File: config.mk
export PLATFORM = sky130hd
export DESIGN_NAME = dlct_timers
export DESIGN_NICKNAME = d
export VERILOG_FILES = /design/src/pkg/dlct_pkg.sv /design/src/logic/dlct_timers.sv
export SDC_FILE = /design/constraint.sdc
export NUM_CORES = 1
export LEC_CHECK = 0
export BUFFER_PORTS_ARGS = -buffer_cell sky130_fd_sc_hd__buf_2
export CAP_MARGIN = 20
export CORE_AREA = 5 5 130 70
export DETAILED_ROUTE_END_ITERATION = 10
export DIE_AREA = 0 0 135 75
export HOLD_SLACK_MARGIN = 0.05
export PLACE_DENSITY = 0.77
export SYNTH_ARGS = -nofsm -noshare
export SYNTH_HDL_FRONTEND = slang
export SYNTH_SLANG_ARGS = --single-unit
File: constraint.sdc
create_clock -name clk -period 2.1 [get_ports clk]
set_input_delay 0.315 -clock clk [delete_from_list [all_inputs] [get_ports clk]]
set_output_delay 0.315 -clock clk [all_outputs]
set_load 0.01 [all_outputs]
File: src/pkg/dlct_pkg.sv
// package for the dual legacy counter/timer block
// assumes a single system clock; all control bits arrive as plain ports
package dlct_pkg;
	// ------------------------------------------------------------
	// modes of each timer
	// ------------------------------------------------------------
	typedef enum logic [1:0] {
		DLCT_MODE13 = 2'b00,
		DLCT_MODE16 = 2'b01,
		DLCT_MODE8R = 2'b10,
		DLCT_MODESPLIT = 2'b11
	} dlct_mode_t;

	// ------------------------------------------------------------
	// prescale field encodings and divide counts
	// ------------------------------------------------------------
	localparam logic [1:0] DLCT_PS_DIV12 = 2'h0;
	localparam logic [1:0] DLCT_PS_DIV4 = 2'h1;
	localparam logic [1:0] DLCT_PS_DIV48 = 2'h2;
	localparam logic [1:0] DLCT_PS_EXT8 = 2'h3;
	localparam logic [5:0] DLCT_DIV12 = 6'h0C;
	localparam logic [5:0] DLCT_DIV4 = 6'h04;
	localparam logic [5:0] DLCT_DIV48 = 6'h30;
	localparam logic [5:0] DLCT_DIV8 = 6'h08;

	// ------------------------------------------------------------
	// reset values and 13-bit count maximum
	// ------------------------------------------------------------
	localparam logic [7:0] DLCT_COUNT_RST = 8'h00;
	localparam logic [5:0] DLCT_PS_RST = 6'h00;
	localparam logic [12:0] DLCT_MAX13 = 13'h1FFF;
endpackage : dlct_pkg

File: src/logic/dlct_timers.sv
// two legacy counter/timers with shared prescaler and gating
// assumes pins synchronous to clk; software sees bytes via write ports
//
// Operation
// - 16-bit count as low and high bytes
// - shared prescaler: sysclk/12, /4, /48, ext/8
// - clock select: sysclk or prescaled timebase
// - counter mode counts falling event pin edges, except timer 1 while timer 0 is split
// - two-bit mode field per timer, independent
// - mode 0 is 13-bit, low bits 4:0
// - 13-bit wrap sets flag, interrupt if enabled
// - interrupt forwarded only when enable set
// - count when run and gate allows; timer 1 ignores both while timer 0 is split
// - polarity bit picks active gate level
// - timer 1 mirrors timer 0 modes 0-2
// - overflow pulses exported to peripherals
// - mode 1 counts full 16 bits
// - mode 2 reloads low byte from high
// - mode 3 splits timer 0 in two
// - timer 1 mode 3 halts; its flag then set only by timer 0 high half overflow
`timescale 1ns/10ps
module dlct_timers (
	input wire logic clk,
	input wire logic resetn,
	input wire dlct_pkg::dlct_mode_t t0Mode,
	input wire dlct_pkg::dlct_mode_t t1Mode,
	input wire logic [1:0] prescaleField,
	input wire logic t0ClockSelect,
	input wire logic t1ClockSelect,
	input wire logic t0CounterMode,
	input wire logic t1CounterMode,
	input wire logic t0Run,
	input wire logic t1Run,
	input wire logic t0GateEnable,
	input wire logic t1GateEnable,
	input wire logic t0GatePolarity,
	input wire logic t1GatePolarity,
	input wire logic t0IrqEnable,
	input wire logic t1IrqEnable,
	input wire logic extClock,
	input wire logic t0EventPin,
	input wire logic t1EventPin,
	input wire logic t0GateInput,
	input wire logic t1GateInput,
	input wire logic t0LowWrite,
	input wire logic t0HighWrite,
	input wire logic t1LowWrite,
	input wire logic t1HighWrite,
	input wire logic [7:0] writeData,
	input wire logic t0FlagClear,
	input wire logic t1FlagClear,
	input wire logic t0IrqAck,
	input wire logic t1IrqAck,
	output logic [7:0] t0CountLow,
	output logic [7:0] t0CountHigh,
	output logic [7:0] t1CountLow,
	output logic [7:0] t1CountHigh,
	output logic t0OverflowFlag,
	output logic t1OverflowFlag,
	output logic t0Irq,
	output logic t1Irq,
	output logic t0OverflowPulse,
	output logic t1OverflowPulse
);
	import dlct_pkg::*;

	// ------------------------------------------------------------
	// pin synchronisers
	// ------------------------------------------------------------
	logic [1:0] evt0Sync_reg, evt1Sync_reg, gate0Sync_reg, gate1Sync_reg;
	logic [1:0] extSync_reg;
	logic evt0Prev_reg, evt1Prev_reg, extPrev_reg;
	logic evt0Fall, evt1Fall, extFall;

	always_ff @(posedge clk or negedge resetn) begin
		if (!resetn) begin
			evt0Sync_reg <= 2'h0;
			evt1Sync_reg <= 2'h0;
			gate0Sync_reg <= 2'h0;
			gate1Sync_reg <= 2'h0;
			extSync_reg <= 2'h0;
			evt0Prev_reg <= 1'b0;
			evt1Prev_reg <= 1'b0;
			extPrev_reg <= 1'b0;
		end else begin
			evt0Sync_reg <= {evt0Sync_reg[0], t0EventPin};
			evt1Sync_reg <= {evt1Sync_reg[0], t1EventPin};
			gate0Sync_reg <= {gate0Sync_reg[0], t0GateInput};
			gate1Sync_reg <= {gate1Sync_reg[0], t1GateInput};
			extSync_reg <= {extSync_reg[0], extClock};
			evt0Prev_reg <= evt0Sync_reg[1];
			evt1Prev_reg <= evt1Sync_reg[1];
			extPrev_reg <= extSync_reg[1];
		end
	end

	// slow pins assumed, so no edge is missed
	assign evt0Fall = evt0Prev_reg & ~evt0Sync_reg[1];
	assign evt1Fall = evt1Prev_reg & ~evt1Sync_reg[1];
	assign extFall = extPrev_reg & ~extSync_reg[1];

	// ------------------------------------------------------------
	// shared prescaler
	// ------------------------------------------------------------
	logic [5:0] psCount_reg;
	logic [5:0] psDivide;
	logic psTick;
	logic psStep;

	// divide value from the prescale field
	always_comb begin
		case (prescaleField)
			DLCT_PS_DIV12: psDivide = DLCT_DIV12;
			DLCT_PS_DIV4: psDivide = DLCT_DIV4;
			DLCT_PS_DIV48: psDivide = DLCT_DIV48;
			default: psDivide = DLCT_DIV8;
		endcase
	end
	// external source advances only on its own falling edges
	assign psStep = (prescaleField == DLCT_PS_EXT8) ? extFall : 1'b1;
	assign psTick = psStep && (psCount_reg >= psDivide - 6'h01);

	always_ff @(posedge clk or negedge resetn) begin
		if (!resetn) begin
			psCount_reg <= DLCT_PS_RST;
		end else if (psTick) begin
			psCount_reg <= DLCT_PS_RST;
		end else if (psStep) begin
			psCount_reg <= psCount_reg + 6'h01;
		end
	end

	// ------------------------------------------------------------
	// count enables
	// ------------------------------------------------------------
	logic split;
	logic t0Gate, t1Gate, t0Step, t1Step, t0hStep;
	logic t0Internal, t1Internal;

	assign split = (t0Mode == DLCT_MODESPLIT);
	assign t0Internal = t0ClockSelect | psTick;
	assign t1Internal = t1ClockSelect | psTick;
	assign t0Gate = t0Run &
		(~t0GateEnable | (gate0Sync_reg[1] == t0GatePolarity));
	// in split mode timer 1 runs by mode alone
	assign t1Gate = split ? 1'b1 : (t1Run &
		(~t1GateEnable | (gate1Sync_reg[1] == t1GatePolarity)));
	assign t0Step = t0Gate & (t0CounterMode ? evt0Fall : t0Internal);
	assign t1Step = t1Gate & (t1Mode != DLCT_MODESPLIT) &
		((t1CounterMode & ~split) ? evt1Fall : t1Internal);
	// high half uses internal clock and timer 1 run
	assign t0hStep = split & t1Run & t0Internal;

	// ------------------------------------------------------------
	// counting function shared by both timers
	// ------------------------------------------------------------
	// each timer's own mode; returns {ovf, high, low}
	function automatic logic [16:0] dlct_step(input dlct_mode_t mode,
			input logic [7:0] lo, input logic [7:0] hi);
		logic [12:0] c13;
		logic [16:0] c16;
		logic [8:0] c8;
		c13 = 13'h0000;
		c16 = 17'h00000;
		c8 = 9'h000;
		case (mode)
			// 13 bits from high byte and low 4:0
			DLCT_MODE13: begin
				c13 = {hi, lo[4:0]} + 13'h0001;
				// wrap from all ones to zero
				dlct_step = {({hi, lo[4:0]} == DLCT_MAX13), c13[12:5],
					lo[7:5], c13[4:0]};
			end
			DLCT_MODE16: begin
				c16 = {1'b0, hi, lo} + 17'h00001;
				dlct_step = c16;
			end
			// reload low from high on wrap
			DLCT_MODE8R: begin
				c8 = {1'b0, lo} + 9'h001;
				dlct_step = {c8[8], hi, c8[8] ? hi : c8[7:0]};
			end
			// low-byte-only 8-bit count, used for the split case
			default: begin
				c8 = {1'b0, lo} + 9'h001;
				dlct_step = {c8[8], hi, c8[7:0]};
			end
		endcase
	endfunction : dlct_step

	logic [16:0] t0Next, t1Next;
	logic [8:0] t0hNext;
	logic t0Ovf, t1Ovf, t0hOvf;

	assign t0Next = dlct_step(t0Mode, t0CountLow, t0CountHigh);
	assign t1Next = dlct_step(t1Mode, t1CountLow, t1CountHigh);
	assign t0hNext = {1'b0, t0CountHigh} + 9'h001;
	assign t0Ovf = t0Step & t0Next[16];
	assign t1Ovf = t1Step & t1Next[16];
	assign t0hOvf = t0hStep & t0hNext[8];

	// ------------------------------------------------------------
	// count registers; software write wins over a step
	// ------------------------------------------------------------
	// two bytes per timer, written separately
	always_ff @(posedge clk or negedge resetn) begin
		if (!resetn) begin
			t0CountLow <= DLCT_COUNT_RST;
			t0CountHigh <= DLCT_COUNT_RST;
		end else begin
			if (t0LowWrite) begin
				t0CountLow <= writeData;
			end else if (t0Step) begin
				t0CountLow <= t0Next[7:0];
			end
			// high half counts separately when split
			if (t0HighWrite) begin
				t0CountHigh <= writeData;
			end else if (t0hStep) begin
				t0CountHigh <= t0hNext[7:0];
			end else if (t0Step && !split) begin
				t0CountHigh <= t0Next[15:8];
			end
		end
	end

	// timer 1 uses the same step logic
	always_ff @(posedge clk or negedge resetn) begin
		if (!resetn) begin
			t1CountLow <= DLCT_COUNT_RST;
			t1CountHigh <= DLCT_COUNT_RST;
		end else begin
			if (t1LowWrite) begin
				t1CountLow <= writeData;
			end else if (t1Step) begin
				t1CountLow <= t1Next[7:0];
			end
			if (t1HighWrite) begin
				t1CountHigh <= writeData;
			end else if (t1Step) begin
				t1CountHigh <= t1Next[15:8];
			end
		end
	end

	// ------------------------------------------------------------
	// overflow flags, pulses and interrupts
	// ------------------------------------------------------------
	logic t1FlagSet;
	// timer 1 overflow never flags while split
	assign t1FlagSet = split ? t0hOvf : t1Ovf;

	// set wins over software clear or acknowledge
	always_ff @(posedge clk or negedge resetn) begin
		if (!resetn) begin
			t0OverflowFlag <= 1'b0;
			t1OverflowFlag <= 1'b0;
		end else begin
			if (t0Ovf) begin
				t0OverflowFlag <= 1'b1;
			end else if (t0FlagClear || t0IrqAck) begin
				t0OverflowFlag <= 1'b0;
			end
			if (t1FlagSet) begin
				t1OverflowFlag <= 1'b1;
			end else if (t1FlagClear || t1IrqAck) begin
				t1OverflowFlag <= 1'b0;
			end
		end
	end

	always_ff @(posedge clk or negedge resetn) begin
		if (!resetn) begin
			t0OverflowPulse <= 1'b0;
			t1OverflowPulse <= 1'b0;
		end else begin
			t0OverflowPulse <= t0Ovf;
			t1OverflowPulse <= t1Ovf;
		end
	end

	// interrupt gated by its own enable
	assign t0Irq = t0OverflowFlag & t0IrqEnable;
	assign t1Irq = t1OverflowFlag & t1IrqEnable;
endmodule : dlct_timers

Yosys cells after proc, flatten, opt, wreduce, memory -nomap -nowiden
Index checks and enable logic that the tools add are counted.

cells by class
  equal/unequal tests = 17
  magnitude comparators = 1
  reduce and logical (&&, ||, !) cells = 21
  add/sub/neg operators = 9
  bitwise logic cells = 26
  muxes and demuxes = 25

operator list
  cell                                               count
  one-hot mux 17 bit (3 select lines)                2
  two-way mux 8 bit                                  11
  adder 16 x 1 -> 17 bit (second input constant)     2
  adder 8 x 1 -> 9 bit (second input constant)       3
  adder 13 x 1 -> 13 bit (second input constant)     2
  == test 13 bit (second input constant)             2
  one-hot mux 6 bit (3 select lines)                 1
  AND 1 bit                                          16
  two-way mux 6 bit                                  2
  nonzero test 2 bit                                 6
  == test 2 bit (second input constant)              5
  two-way mux 1 bit                                  9
  inequality test 2 bit (second input constant)      4
  adder 6 x 1 -> 6 bit (second input constant)       1
  == test 2 x 1 -> 1 bit (second input constant)     3
  >= comparator 6 bit                                1
  logical NOT 2 bit                                  3
  NOT 1 bit                                          6
  AND reduction 3 bit                                2
  nonzero test 3 bit                                 2
  subtractor 6 x 1 -> 6 bit (second input constant)  1
  bitwise OR 1 bit                                   4
  AND reduction 2 bit                                2
  nonzero test 4 bit                                 1
  5 further kinds                                    8

word-level totals
  output and inout bits = 38
  word-level logic and storage cells = 118
  flip-flop bits (word level) = 55
  input port bits = 41

Logic depth before layout (Yosys ltp)
  depth after elaboration = 12
  gate-level depth with buffers = 8
  mapped depth without buffers = 8

Least setup slack after synthesis
Ideal clock, no wire load.

  path type = reg-to-reg
  start point = reg psCount_reg[4]
  end point = reg t1CountHigh[5]
  setup time = 0.124 ns
  arrival = 2.112 ns
  period minus slack after synthesis = 2.236 ns
  path slack = -0.136 ns
  stages on the path, launching flop included = 8
  buffers on the path = 0
  path through = dfrtp_1 > ha_1 > nand3_2 > o22ai_4 > o21ai_4 > a211oi_4 > mux2_4 > a211o_1

on the way
  cells in the longest elaborated chain, start to end = 7

ends and longest elaborated chain
  item                                  line                RTL
  start, declared                       dlct_timers.sv:105  logic [5:0] psCount_reg;
  start signal, assigned                dlct_timers.sv:129  psCount_reg <= psCount_reg + 6'h01;
  >= comparator 6 bit                   dlct_timers.sv:121  assign psTick = psStep && (psCount_reg >= psDivide - 6'h01);
  logical AND 1 bit                     dlct_timers.sv:121
  bitwise OR 1 bit                      dlct_timers.sv:142  assign t1Internal = t1ClockSelect | psTick;
  two-way mux 1 bit                     dlct_timers.sv:150  ((t1CounterMode & ~split) ? evt1Fall : t1Internal);
  AND 1 bit                             dlct_timers.sv:149  assign t1Step = t1Gate & (t1Mode != DLCT_MODESPLIT) &
  nonzero test 2 bit (no source line)   --
  AND reduction 3 bit (no source line)  --
  end signal, assigned                  dlct_timers.sv:239  t1CountHigh <= writeData;
  end signal, assigned                  dlct_timers.sv:241  t1CountHigh <= t1Next[15:8];
  end, declared                         dlct_timers.sv:57   output logic [7:0] t1CountHigh,

Every way passes these cells.
A chain may end at the register's enable or synchronous reset.

Worst setup path after layout
  start point = reg psCount_reg[5]
  end point = reg t1CountHigh[5]

The elaborated chain is that of the path after synthesis.

==> metrics <==
status finished, violations left; required time of the critical path between 2 and 2.5 ns; Yosys top cell area share between 30% and 40%; number of DRC markers in iteration 0 approximately 480; H-tree levels 2; latest clock arrival within the worst-skew pair ~0.30 ns; Arr. time, crit path about 2.4 ns; worst hold slack between 0.1 and 0.15 ns; routed vias/inst roughly 6.2; GPL Wtd Cong roughly 0.95; area of the mapped netlist about 3800 um2; floorplan row count 23; antenna violations before repair 0; number of flops mapped to enable cells by yosys 0; unrepaired setup endpoints after global routing true; Finished Layout Cells 674; Synth Flop Type sky130_fd_sc_hd__dfrtp_1; vias in the first global route just under 4,000; Clock Tree Buf Depth 2; critical path fanouts, max 6; cell depth of the worst min-delay path 1; Total Wirelength around 14 mm; fraction of layout cells with a size suffix above 1 between 30% and 40%; global-route wire length before repair between 20 and 25 mm; startpoint class of the critical path flop; routed via count between 4,000 and 5,000; Fmax achieved around 450 MHz; total placed cells including tap cells around 650; total die area 10,130 um2; final hold violations 0; Boundary Pins 79; portion of the post-synthesis area used by sequential elements a little over a third; largest net degree at the start of global routing 37; Area Growth Syn to Fin 38.45%; Antenna Cells 0; GRT Util Overall 27.06%; fin util 67.82%; count of endpoints failing setup in the final report 24; filler cell count in the final layout roughly 630; Worst R2R Path Depth 8; relative slew slack ~62%; Clock transition at path regs ~0.070 ns; Core Area between 7000 and 8000 um2; end point of the most critical hold path gate0Sync_reg[0]; final cycle utilization of the critical path 105.4%; min-delay worst type input pin to flop; clock tree from TritonCTS done; async set-or-reset flop fraction in the synthesized netlist 100.0%; worst reg2reg path startpoint psCount_reg[5]; residual antenna-violating net count after detailed routing 0; CTS Root Cell sky130_fd_sc_hd__clkbuf_16; leading cell types by total area after synthesis sky130_fd_sc_hd__dfrtp_1, sky130_fd_sc_hd__nand2_1, sky130_fd_sc_hd__mux2i_1; min cycle time layout roughly 2.2 ns; count of yosys warnings during synthesis 0; peak supply drop 587.5 uV; Crit Path Category flop to flop; sinks on the clock net 55; max-capacitance violation count 0; biggest area consumer among synthesized cells sky130_fd_sc_hd__dfrtp_1; CP endpoint kind flop; IO buf count roughly 80; most instantiated library cell after synthesis sky130_fd_sc_hd__dfrtp_1; Net Count, Synth ~480; Max Transition Viols Final 0; final routed DRC violation total 0; layout net count 611; startpoint of the worst hold path t0GateInput; detailed-routing iteration count for the pre-antenna-repair pass 7; Synth cell types 75; commonest cells in the synthesized netlist sky130_fd_sc_hd__dfrtp_1, sky130_fd_sc_hd__nand2_1, sky130_fd_sc_hd__nor2_1; Vert. Die Dim ~75 um; routed length per instance around 20 um; post-DP HPWL roughly 10 mm; Crit Reg-Reg Endpoint t1CountHigh[5]; minimum setup slack among reg-to-reg paths -0.11 ns; Synth Instances 428; crit path setup slack, layout -0.1141 ns; slew at the pin closest to its max-slew limit roughly 0.56 ns; die boundary width 135 um; Initial Utilization between 40% and 50%; average footprint of a synthesized cell 8.925 um2; violations in the final reports negative setup slack; register bit total from synthesis between 50 and 60; leak pwr 2.235 nW; residual overflow from global routing 0; cts bufs inserted 5; final clock skew 0.01211 ns; P per Cell Area 725.0 nW/um2
## worst max path at each step
stage,start,endpoint,slack (ns),depth (start not counted)
2_1_floorplan,prescaleField[0],t1CountHigh[5],-0.1,8
3_3_place_gp,prescaleField[0],t1CountLow[7],-0.21,10
3_5_place_dp,prescaleField[0],t1CountLow[7],-0.31,10
4_1_cts,psCount_reg[2],t0CountHigh[6],-0.12,9
5_1_grt,psCount_reg[4],t0CountHigh[7],-0.21,9
6_report,psCount_reg[5],t1CountHigh[5],-0.11,8
## final cells by class
type,count,area (um2),area share (%)
Multi-Input combinational cell,341,2571,48.62
Sequential cell,55,1378,26.05
Timing Repair Buffer,145,1003,18.97
Tap cell,112,140.1,2.650
Clock buffer,6,138.9,2.626
Inverter,14,52.55,0.9936
Clock inverter,1,5.005,0.09463
## per-layer routing
layer	share of wire (%)	global-route usage (%)	vias to the layer above
met5	0	0	-
met1	45	39.77	2017
met4	1.5	4.804	0
met3	12	7.143	33
li1	-	-	1874
met2	42	41.01	251
## report_power, final
group | switching, W | total [W] | internal [W]
Combinational | 0.000841 | 0.00160 | 0.000760
Sequential | 0.000174 | 0.00137 | 0.00120
Clock | 0.000392 | 0.000860 | 0.000468
Total | 0.00141 | 0.00383 | 0.00243
## worst max-delay path, cell delays in order (launching register included)
cell and delay, ns:
sky130_fd_sc_hd__dfrtp_1 0.44, sky130_fd_sc_hd__ha_4 0.31, sky130_fd_sc_hd__nand3_4 0.06, sky130_fd_sc_hd__o22ai_4 0.20, sky130_fd_sc_hd__o21ai_4 0.13, sky130_fd_sc_hd__buf_6 0.16, sky130_fd_sc_hd__a211oi_4 0.25, sky130_fd_sc_hd__mux2_4 0.32
sky130_fd_sc_hd__a211o_1 0.23
## through the flow
stage / setup slack (ns) / instance area [um2] / total power, W / setup TNS [ns]
after CTS: -0.1191 / 5082 / 0.003718 / -1.125
after detailed placement: -0.3098 / 4756 / 0.002730 / -5.521
final: -0.1141 / 5289 / 0.003834 / -1.028
after global routing: -0.2055 / 5289 / 0.004026 / -3.497
after global placement: -0.2101 / 4756 / 0.002678 / -3.336
after floorplan: -0.09900 / 3852 / 0.002147 / -0.1363
## cell families after synthesis
group / Yosys count / share of synthesized area [%]
XOR/XNOR: 17 / 3.898
AND/OR/NAND/NOR: 167 / 22.99
adder cells (fa/ha/maj): 8 / 2.620
AO/OA/AOI/OAI: 133 / 26.89
flip-flops: 55 / 36.03
multiplexers: 15 / 4.127
buffers and inverters: 32 / 3.341
other: 1 / 0.09817
## repair_timing
item,in CTS,in global routing
pin swaps,7,12
gates cloned,1,0
setup endpoints to repair,27,33
endpoints found under the hold margin,19,0
buffers inserted,5,8
hold buffers,1,0
resized for setup,20,36
## placed cells by master, fill, tap and decap left out, types with 4 or more instances in the layout
cell type                   Yosys  layout
sky130_fd_sc_hd__and3_1         5       5
sky130_fd_sc_hd__buf_2          5      78
sky130_fd_sc_hd__nor2_1        26      25
sky130_fd_sc_hd__o31ai_2        0       4
sky130_fd_sc_hd__and2_1         4       4
sky130_fd_sc_hd__nand2_1       53      52
sky130_fd_sc_hd__buf_4          0      51
sky130_fd_sc_hd__o22ai_1        8       5
sky130_fd_sc_hd__a31oi_1       16      13
sky130_fd_sc_hd__xor2_1         5       5
sky130_fd_sc_hd__ha_1           8       5
sky130_fd_sc_hd__buf_6          0      10
sky130_fd_sc_hd__buf_12         0       4
sky130_fd_sc_hd__nor2b_1       10      10
sky130_fd_sc_hd__o2bb2ai_1      5       5
sky130_fd_sc_hd__nand4_1        8       8
sky130_fd_sc_hd__xnor2_1       12      11
sky130_fd_sc_hd__a21oi_1       14      12
sky130_fd_sc_hd__inv_1         13      13
sky130_fd_sc_hd__nor3_1        11      11
sky130_fd_sc_hd__a21oi_2        3       4
sky130_fd_sc_hd__nand3_1       18      16
sky130_fd_sc_hd__o211ai_1       5       5
sky130_fd_sc_hd__nand3_2        3       4
sky130_fd_sc_hd__o31ai_1       10       6
sky130_fd_sc_hd__o21ai_0       24      19
sky130_fd_sc_hd__dfrtp_1       55      54
sky130_fd_sc_hd__mux2i_1       12      11
sky130_fd_sc_hd__clkbuf_16      0       5
sky130_fd_sc_hd__o21ai_1        5      10
(Power assumes the default switching activity.)
